==> config.mk <==
export PLATFORM = sky130hd
export DESIGN_NAME = brownout_supervisor_control
export DESIGN_NICKNAME = d
export VERILOG_FILES = /design/src/brownout_pkg.sv /design/src/level_sync.sv /design/src/brownout_supervisor_control.sv
export SDC_FILE = /design/constraint.sdc
export NUM_CORES = 1
export LEC_CHECK = 0
export BUFFER_PORTS_ARGS = -buffer_cell sky130_fd_sc_hd__buf_2
export CAP_MARGIN = 10
export CORE_UTILIZATION = 30
export DETAILED_ROUTE_END_ITERATION = 10
export PLACE_DENSITY = 0.64
export SLEW_MARGIN = 40
export SYNTH_ARGS = -nofsm -noshare
export SYNTH_HDL_FRONTEND = slang
export SYNTH_HIERARCHICAL = 1
export SYNTH_SLANG_ARGS = --single-unit
export TNS_END_PERCENT = 30
==> constraint.sdc <==
create_clock -name clock_in -period 2.45 [get_ports clock_in]
set_clock_uncertainty 0.1 [all_clocks]
set_input_delay 0.49 -clock clock_in [delete_from_list [all_inputs] [get_ports clock_in]]
set_output_delay 0.49 -clock clock_in [all_outputs]
set_load 0.01 [all_outputs]
==> src/brownout_pkg.sv <==
package brownout_pkg;
	localparam int ADDR_W = 4;
	localparam int DATA_W = 32;
	localparam logic [ADDR_W-1:0] CONFIG_OFFSET = 4'h0;
	localparam logic [ADDR_W-1:0] STATUS_OFFSET = 4'h4;
	localparam logic [ADDR_W-1:0] EVENT_OFFSET = 4'h8;
	localparam logic [ADDR_W-1:0] CAUSE_OFFSET = 4'hc;
	localparam int CFG_SEL_LSB = 0;
	localparam int CFG_RST_EN_BIT = 3;
	localparam int CFG_MON_EN_BIT = 4;
	localparam int CFG_EXIT_IRQ_BIT = 5;
	localparam int CFG_ENTRY_IRQ_BIT = 6;
	localparam int EXIT_EVENT_BIT = 24;
	localparam int ENTRY_EVENT_BIT = 25;
	localparam logic [31:0] BROWNOUT_EXIT_EVENT_MASK = 32'h0100_0000;
	localparam logic [31:0] BROWNOUT_ENTRY_EVENT_MASK = 32'h0200_0000;
	localparam logic [2:0] THRESHOLD_DEFAULT = 3'h1;
	localparam logic RESET_ENABLE_DEFAULT = 1'b1;
	localparam logic MONITOR_ENABLE_DEFAULT = 1'b1;
	localparam int CLOCK_HZ = 20000000;
	localparam int SETTLE_NS = 3300;
	localparam int SETTLE_CYCLES = (SETTLE_NS * (CLOCK_HZ / 1000000) + 999) / 1000;
	localparam int SETTLE_W = 7;
endpackage

==> src/level_sync.sv <==
`timescale 1ns/1ns
`default_nettype none
module level_sync (
	input wire logic clock_in,
	input wire logic nrst_in,
	input wire logic async_in,
	output logic sync_out
);
	logic stage_q;

	// The first stage feeds only the second stage.
	always_ff @(posedge clock_in or negedge nrst_in) begin
		if (!nrst_in) begin
			stage_q <= 1'b0;
			sync_out <= 1'b0;
		end else begin
			stage_q <= async_in;
			sync_out <= stage_q;
		end
	end
endmodule // level_sync
`default_nettype wire

==> src/brownout_supervisor_control.sv <==
`timescale 1ns/1ns
`default_nettype none
// Functional notes
// - Three-bit threshold code, default code one.
// - New threshold settles within 3.3 us.
// - Brownout bit sets on downward crossing.
// - Brownout bit clears on upward crossing.
// - Reset enable issues reset on entry.
// - Monitor enable gates detection and events.
// - Exit interrupt on brownout bit fall.
// - Entry interrupt on brownout bit rise.
// - Reset restores defaults; wake restores threshold and reset enable only.
// - Reset-on-brownout active out of reset.
// - Live status readable as brownout bit.
// - Reset cause flag marks brownout reset.
// - Separate entry/exit events clear on read.
// - Polling works without interrupts or reset.
// - Interrupts use shared system controller line.
// - Exit event at bit 24.
// - Entry event at bit 25.
// - Writing one clears event bits.
module brownout_supervisor_control (
	input wire logic clock_in,
	input wire logic nrst_in,
	input wire logic por_nrst_in,
	input wire logic wake_in,
	input wire logic comparator_in,
	input wire logic [brownout_pkg::ADDR_W-1:0] addr_in,
	input wire logic [brownout_pkg::DATA_W-1:0] wdata_in,
	input wire logic write_in,
	input wire logic read_in,
	output logic [brownout_pkg::DATA_W-1:0] rdata_out,
	output logic [2:0] threshold_out,
	output logic monitor_enable_out,
	output logic brownout_reset_out,
	output logic sysctrl_irq_out
);
	import brownout_pkg::*;

	logic [2:0] brownout_threshold_select_q;
	logic brownout_reset_enable_q;
	logic supply_monitor_enable_q;
	logic brownout_exit_irq_enable_q;
	logic brownout_entry_irq_enable_q;
	logic [SETTLE_W-1:0] settle_q;
	logic comp_sync;
	logic brownout_q;
	logic entry_event_q;
	logic exit_event_q;
	logic cause_q;
	logic brownout_armed_q;
	logic chip_reset_low;
	logic reset_seen;
	logic reset_seen_q;
	logic reset_req_d;
	logic reset_req_q;
	logic [2:0] wdata_sel;
	logic rise;
	logic fall;
	logic cfg_wr;
	logic event_rd;
	logic event_wr;

	assign cfg_wr = write_in && addr_in == CONFIG_OFFSET;
	assign event_rd = read_in && addr_in == EVENT_OFFSET;
	assign event_wr = write_in && addr_in == EVENT_OFFSET;
	assign chip_reset_low = !nrst_in;
	assign wdata_sel = wdata_in[CFG_SEL_LSB +: 3];

	level_sync u_comp_sync (
		.clock_in(clock_in),
		.nrst_in(nrst_in),
		.async_in(comparator_in),
		.sync_out(comp_sync)
	);

	// The chip reset is watched from the power-on domain, so it is synchronised like a pin.
	level_sync u_reset_sync (
		.clock_in(clock_in),
		.nrst_in(por_nrst_in),
		.async_in(chip_reset_low),
		.sync_out(reset_seen)
	);

	// Configuration; wake restores the threshold and reset enable defaults, not the other fields.
	always_ff @(posedge clock_in or negedge nrst_in) begin
		if (!nrst_in) begin
			brownout_threshold_select_q <= THRESHOLD_DEFAULT;
			brownout_reset_enable_q <= RESET_ENABLE_DEFAULT;
			supply_monitor_enable_q <= MONITOR_ENABLE_DEFAULT;
			brownout_exit_irq_enable_q <= 1'b0;
			brownout_entry_irq_enable_q <= 1'b0;
		end else if (wake_in) begin
			brownout_threshold_select_q <= THRESHOLD_DEFAULT;
			brownout_reset_enable_q <= RESET_ENABLE_DEFAULT;
		end else if (cfg_wr) begin
			brownout_threshold_select_q <= wdata_in[CFG_SEL_LSB +: 3];
			brownout_reset_enable_q <= wdata_in[CFG_RST_EN_BIT];
			supply_monitor_enable_q <= wdata_in[CFG_MON_EN_BIT];
			brownout_exit_irq_enable_q <= wdata_in[CFG_EXIT_IRQ_BIT];
			brownout_entry_irq_enable_q <= wdata_in[CFG_ENTRY_IRQ_BIT];
		end
	end

	// Comparisons are ignored while the analogue level settles after a change.
	always_ff @(posedge clock_in or negedge nrst_in) begin
		if (!nrst_in) begin
			settle_q <= '0;
		end else if (cfg_wr || wake_in) begin
			settle_q <= SETTLE_W'(SETTLE_CYCLES);
		end else if (settle_q != '0) begin
			settle_q <= settle_q - 1'b1;
		end
	end

	// Brownout bit follows the comparator only while monitoring.
	always_ff @(posedge clock_in or negedge nrst_in) begin
		if (!nrst_in) begin
			brownout_q <= 1'b0;
		end else if (!supply_monitor_enable_q) begin
			brownout_q <= 1'b0;
		end else if (settle_q == '0) begin
			brownout_q <= comp_sync;
		end
	end

	assign rise = supply_monitor_enable_q && settle_q == '0 && comp_sync && !brownout_q;
	assign fall = supply_monitor_enable_q && settle_q == '0 && !comp_sync && brownout_q;

	// Events latch regardless of interrupt and reset enables; a new edge wins over clear.
	always_ff @(posedge clock_in or negedge nrst_in) begin
		if (!nrst_in) begin
			entry_event_q <= 1'b0;
			exit_event_q <= 1'b0;
		end else begin
			if (rise) begin
				entry_event_q <= 1'b1;
			end else if (event_rd || (event_wr && wdata_in[ENTRY_EVENT_BIT])) begin
				entry_event_q <= 1'b0;
			end
			if (fall) begin
				exit_event_q <= 1'b1;
			end else if (event_rd || (event_wr && wdata_in[EXIT_EVENT_BIT])) begin
				exit_event_q <= 1'b0;
			end
		end
	end

	assign reset_req_d = rise && brownout_reset_enable_q;

	always_ff @(posedge clock_in or negedge nrst_in) begin
		if (!nrst_in) begin
			reset_req_q <= 1'b0;
		end else begin
			reset_req_q <= reset_req_d;
		end
	end

	// Cause flag lives on the power-on reset so the brownout reset cannot wipe it.
	always_ff @(posedge clock_in or negedge por_nrst_in) begin
		if (!por_nrst_in) begin
			cause_q <= 1'b0;
		end else if (reset_req_d) begin
			cause_q <= 1'b1;
		end else if (reset_seen && !brownout_armed_q) begin
			cause_q <= 1'b0;
		end
	end

	// The first chip reset after a request is taken as the one that it caused.
	// A request that the system never acts on makes the next reset look like a brownout.
	always_ff @(posedge clock_in or negedge por_nrst_in) begin
		if (!por_nrst_in) begin
			brownout_armed_q <= 1'b0;
		end else if (reset_req_d) begin
			brownout_armed_q <= 1'b1;
		end else if (reset_seen_q && !reset_seen) begin
			brownout_armed_q <= 1'b0;
		end
	end

	always_ff @(posedge clock_in or negedge por_nrst_in) begin
		if (!por_nrst_in) begin
			reset_seen_q <= 1'b0;
		end else begin
			reset_seen_q <= reset_seen;
		end
	end

	always_ff @(posedge clock_in or negedge nrst_in) begin
		if (!nrst_in) begin
			rdata_out <= '0;
		end else if (read_in) begin
			case (addr_in)
				CONFIG_OFFSET: rdata_out <= {25'h0, brownout_entry_irq_enable_q,
					brownout_exit_irq_enable_q, supply_monitor_enable_q,
					brownout_reset_enable_q, brownout_threshold_select_q};
				STATUS_OFFSET: rdata_out <= {31'h0, brownout_q};
				EVENT_OFFSET: rdata_out <= (entry_event_q ? BROWNOUT_ENTRY_EVENT_MASK : 32'h0)
					| (exit_event_q ? BROWNOUT_EXIT_EVENT_MASK : 32'h0);
				CAUSE_OFFSET: rdata_out <= {31'h0, cause_q};
				default: rdata_out <= '0;
			endcase
		end else begin
			rdata_out <= '0;
		end
	end

	assign threshold_out = brownout_threshold_select_q;
	assign monitor_enable_out = supply_monitor_enable_q;
	assign brownout_reset_out = reset_req_q;
	assign sysctrl_irq_out = (entry_event_q && brownout_entry_irq_enable_q)
		|| (exit_event_q && brownout_exit_irq_enable_q);

	property p_reset_on_entry;
		@(posedge clock_in) disable iff (!nrst_in)
		(rise && brownout_reset_enable_q) |=> brownout_reset_out;
	endproperty
	a_reset_on_entry: assert property (p_reset_on_entry) else $error("no reset on entry");

	property p_no_reset_disabled;
		@(posedge clock_in) disable iff (!nrst_in)
		!brownout_reset_enable_q && !$past(brownout_reset_enable_q) |-> !brownout_reset_out;
	endproperty
	a_no_reset_disabled: assert property (p_no_reset_disabled) else $error("reset while off");

	property p_entry_latch;
		@(posedge clock_in) disable iff (!nrst_in)
		rise |=> entry_event_q && brownout_q;
	endproperty
	a_entry_latch: assert property (p_entry_latch) else $error("entry not latched");

	property p_exit_latch;
		@(posedge clock_in) disable iff (!nrst_in)
		fall |=> exit_event_q && !brownout_q;
	endproperty
	a_exit_latch: assert property (p_exit_latch) else $error("exit not latched");

	property p_read_clears;
		@(posedge clock_in) disable iff (!nrst_in)
		event_rd && !rise && !fall |=> !entry_event_q && !exit_event_q;
	endproperty
	a_read_clears: assert property (p_read_clears) else $error("read did not clear");

	property p_monitor_off;
		@(posedge clock_in) disable iff (!nrst_in)
		!supply_monitor_enable_q |=> !brownout_q;
	endproperty
	a_monitor_off: assert property (p_monitor_off) else $error("bit set while off");

	property p_settle;
		@(posedge clock_in) disable iff (!nrst_in)
		cfg_wr || wake_in |=> settle_q == SETTLE_W'(SETTLE_CYCLES);
	endproperty
	a_settle: assert property (p_settle) else $error("settle window wrong");

	property p_settle_count;
		@(posedge clock_in) disable iff (!nrst_in)
		settle_q != '0 && !cfg_wr && !wake_in |=> settle_q == $past(settle_q) - 1'b1;
	endproperty
	a_settle_count: assert property (p_settle_count) else $error("settle count wrong");

	property p_settle_hold;
		@(posedge clock_in) disable iff (!nrst_in)
		supply_monitor_enable_q && settle_q != '0 |=> brownout_q == $past(brownout_q);
	endproperty
	a_settle_hold: assert property (p_settle_hold) else $error("bit moved while settling");

	property p_wake_defaults;
		@(posedge clock_in) disable iff (!nrst_in)
		wake_in |=> brownout_reset_enable_q && threshold_out == THRESHOLD_DEFAULT;
	endproperty
	a_wake_defaults: assert property (p_wake_defaults) else $error("wake defaults");

	property p_irq_entry;
		@(posedge clock_in) disable iff (!nrst_in)
		entry_event_q && brownout_entry_irq_enable_q |-> sysctrl_irq_out;
	endproperty
	a_irq_entry: assert property (p_irq_entry) else $error("irq missing");

	property p_irq_exit;
		@(posedge clock_in) disable iff (!nrst_in)
		exit_event_q && brownout_exit_irq_enable_q |-> sysctrl_irq_out;
	endproperty
	a_irq_exit: assert property (p_irq_exit) else $error("exit irq missing");

	property p_irq_quiet;
		@(posedge clock_in) disable iff (!nrst_in)
		!brownout_entry_irq_enable_q && !brownout_exit_irq_enable_q |-> !sysctrl_irq_out;
	endproperty
	a_irq_quiet: assert property (p_irq_quiet) else $error("irq while disabled");

	property p_reset_pulse;
		@(posedge clock_in) disable iff (!nrst_in)
		brownout_reset_out |=> !brownout_reset_out;
	endproperty
	a_reset_pulse: assert property (p_reset_pulse) else $error("reset pulse too long");

	property p_no_reset_monitor_off;
		@(posedge clock_in) disable iff (!nrst_in)
		!supply_monitor_enable_q |=> !brownout_reset_out;
	endproperty
	a_no_reset_monitor_off: assert property (p_no_reset_monitor_off) else $error("reset while off");

	property p_status_read;
		@(posedge clock_in) disable iff (!nrst_in)
		read_in && addr_in == STATUS_OFFSET |=> rdata_out == {31'h0, $past(brownout_q)};
	endproperty
	a_status_read: assert property (p_status_read) else $error("status read wrong");

	property p_event_read;
		@(posedge clock_in) disable iff (!nrst_in)
		event_rd |=> rdata_out[EXIT_EVENT_BIT] == $past(exit_event_q)
			&& rdata_out[ENTRY_EVENT_BIT] == $past(entry_event_q);
	endproperty
	a_event_read: assert property (p_event_read) else $error("event read wrong");

	property p_write_clear;
		@(posedge clock_in) disable iff (!nrst_in)
		event_wr && wdata_in[EXIT_EVENT_BIT] && !fall |=> !exit_event_q;
	endproperty
	a_write_clear: assert property (p_write_clear) else $error("write one kept event");

	property p_write_zero_keeps;
		@(posedge clock_in) disable iff (!nrst_in)
		event_wr && !wdata_in[ENTRY_EVENT_BIT] && entry_event_q |=> entry_event_q;
	endproperty
	a_write_zero_keeps: assert property (p_write_zero_keeps) else $error("write zero cleared");

	property p_threshold_write;
		@(posedge clock_in) disable iff (!nrst_in)
		cfg_wr && !wake_in |=> threshold_out == $past(wdata_sel);
	endproperty
	a_threshold_write: assert property (p_threshold_write) else $error("threshold not taken");

	property p_cause_set;
		@(posedge clock_in) disable iff (!por_nrst_in)
		reset_req_d |=> cause_q;
	endproperty
	a_cause_set: assert property (p_cause_set) else $error("cause not recorded");

	property p_cause_survives;
		@(posedge clock_in) disable iff (!por_nrst_in)
		cause_q && brownout_armed_q |=> cause_q;
	endproperty
	a_cause_survives: assert property (p_cause_survives) else $error("cause lost");

	property p_cause_foreign;
		@(posedge clock_in) disable iff (!por_nrst_in)
		reset_seen && !brownout_armed_q && !reset_req_d |=> !cause_q;
	endproperty
	a_cause_foreign: assert property (p_cause_foreign) else $error("cause kept");

	c_entry: cover property (@(posedge clock_in) disable iff (!nrst_in) rise);
	c_exit: cover property (@(posedge clock_in) disable iff (!nrst_in) fall);
	c_reset: cover property (@(posedge clock_in) disable iff (!nrst_in) brownout_reset_out);
	c_both: cover property (@(posedge clock_in) disable iff (!nrst_in) entry_event_q && exit_event_q);
	c_cause: cover property (@(posedge clock_in) disable iff (!por_nrst_in) cause_q && reset_seen);
endmodule // brownout_supervisor_control
`default_nettype wire

==> flow_summary.ini <==
[clock_tree]
root_buffer = clkbuf_8
clock_latency_ps = 280
cts_tree = done
cts_buffer_depth = 2
cts_made_buffers = 5
clock_sinks = 34
cts_htree_levels = 2
path_clk_slew_ps = 70

[finish]
final_common_cell = buf_2
fin_nets = 237
multiInputGateArea_um2 = 694
syn_to_final_growth_pct = 18.7
nFillCells = 520
instances_no_fill = 263
final_core_util = 0.378
final_cell_mix = buf_2, dfrtp_1, conb_1
n_antenna_cell = 0
drive_above_1_share = 0.316
regArea_um2 = 855

[placement]
port_buffers = 34
place_inst = 254
hpwl_um = 2440
gp_congestion = 0.770

[setup_path]
critPathMaxStageDelay_ps = 430
crit_chain = inv_1 -> ha_1 -> and2b_4 -> a2111oi_1 -> mux2_2
arrival_ps = 1980
worst-setup-path-type = flop to flop
cp_max_fo = 5
rrSetupSlack_ps = 530
critical-path-top-delay-family = flip-flops
critPathBufInv = 1
cp_slowest_cell = dfrtp_1
startpoint_type = flop
critPathRequiredTime_ps = 2510
crit_path_end_kind = flop

[logic_synthesis]
synth.largest_area_cell = dfrtp_1
seq_area_frac_synth = 0.512
yosysTopAreaCellShare = 0.464
synth_ff_type = dfrtp_1
ys_warn_count = 6
synthCells = 148
syn_area_per_cell_um2 = 11.3
ys_types = 41
synth_area_leaders = dfrtp_1, buf_4, dfstp_2
syn_area_um2 = 1670
synth_async_sr_flop_share = 1.00
synth_edf_count = 0
ys_seq_elements = 34

[global_route]
antenna_found_initial = 0
grt_pass1_vias = 1059
grt_pass1_wl_um = 5380
grt_remaining_overflow = 0
grt_usage = 0.119
grt_max_degree = 17

[timing]
min_period_ps = 1920
setup_tns_ps = 0
period_share = 0.784
setup_violations = 0
hold_violations = 0
fmax_mhz = 521
holdWs_ps = 1.44
rsz0062_at_grt = false
slew_violations = 0

[pwr]
power_frac_seq = 0.479
p_comb_frac = 0.148
p_switching_w = 0.000356
swShare = 0.265
power.internal_w = 0.000988
vdd_drop_max_mv = 0.277
clkPwrFrac = 0.374
p_leak_nw = 1.00
powerDensity_nw_per_um2 = 678

[routing]
first_pass_iters = 4
route.detailed.drc = 0
finalWirelength_um = 3160
avgViaCountPerCell = 4.34
wl_per_cell_um = 12.0
dr_total_vias = 1142
drt_iter0_drc = 19
ant_nets = 0

[floorplan]
start_util = 0.319
rows = 26
core-area_um2 = 5240
die_h_um = 76.6
die_w_um = 76.6
io_pins = 81
die_area_um2 = 5870

[run]
drv_cap = 0

[status]
status = finished, final reports clean

[hold_path]
min_path_type = input port to async pin
==> registers in the layout (all words and copies together) (netlist names) <==
register and flops:
settle_q 7, exit_event_q 1, entry_event_q 1, u_comp_sync/sync_out 1
rdata_out 9, u_reset_sync/stage_q 1, brownout_entry_irq_enable_q 1, u_comp_sync/stage_q 1
brownout_armed_q 1, reset_seen_q 1, brownout_reset_enable_q 1, monitor_enable_out 1
brownout_q 1, brownout_exit_irq_enable_q 1, u_reset_sync/sync_out 1, threshold_out 3
cause_q 1, brownout_reset_out 1
==> per-stage QoR <==
| step | area, um^2 | power, W | worst slack, ps |
|---|---|---|---|
| CTS | 1980 | 0.00136 | 524 |
| floorplan | 1750 | 0.000805 | 644 |
| global route | 1980 | 0.00141 | 399 |
| global placement | 1860 | 0.000846 | 514 |
| finish | 1980 | 0.00134 | 529 |
| detailed placement | 1860 | 0.000851 | 543 |
==> worst paths after layout <==
check,cells past startpoint,end,from
min reg2reg,0,u_reset_sync/sync_out,u_reset_sync/stage_q
min in group clock_in,1,u_comp_sync/stage_q,comparator_in
max,5,settle_q[3],settle_q[1]
max in group asynchronous,2,brownout_reset_enable_q,nrst_in
max reg2reg,5,settle_q[3],settle_q[1]
min,1,rdata_out[24],nrst_in
==> per-layer routing <==
layer / track usage / routed length [um]
met1: 0.148 / 1470
met2: 0.190 / 1480
met3: 0.0371 / 177
met4: 0.0462 / 34
met5: 0 / 0
==> synthesized netlist by cell type (3+ instances only) <==
library cell  number
a21oi_1            5
a22o_1             3
and2_1             8
buf_4             23
dfrtp_1           31
dfstp_2            3
inv_1              7
mux2_2             4
nand2b_1           3
nand3_1            6
nor2_1             5
nor2b_1            3
nor3_1             4
o21ai_0            6
==> layout make-up <==
cell class                      instances  area share
Clock buffer                            5      0.0347
Multi-Input combinational cell        105       0.350
Clock inverter                          3      0.0202
Tap cell                               70      0.0442
Timing Repair Buffer                   39       0.106
Sequential cell                        34       0.431
Inverter                                7      0.0133
==> what timing repair did <==
action                    4_1_cts  5_1_grt
resized for setup               0        0
hold endpoints to repair        5        0
hold buffers                    1        0
buffers inserted                0        0
==> cell families (layout without fill, tap and decap cells) <==
family | count (synthesis) | after routing | share of synthesized area
buf+inv | 31 | 54 | 0.122
mux | 5 | 5 | 0.0330
flops | 34 | 34 | 0.512
simple gates | 46 | 46 | 0.181
other cells | 1 | 23 | 0.00225
compound gates | 29 | 29 | 0.136
fa+ha+maj | 2 | 2 | 0.0150
==> power by group through the flow <==
stage | registers, W | clock network, W | logic, W
floorplan | 0.000644 | 0 | 0.000161
global placement | 0.000651 | 0 | 0.000194
detailed placement | 0.000654 | 0 | 0.000197
CTS | 0.000644 | 0.000512 | 0.000200
global route | 0.000650 | 0.000538 | 0.000227
finish | 0.000643 | 0.000502 | 0.000198
Note: power is estimated with default switching activity, not from simulation.
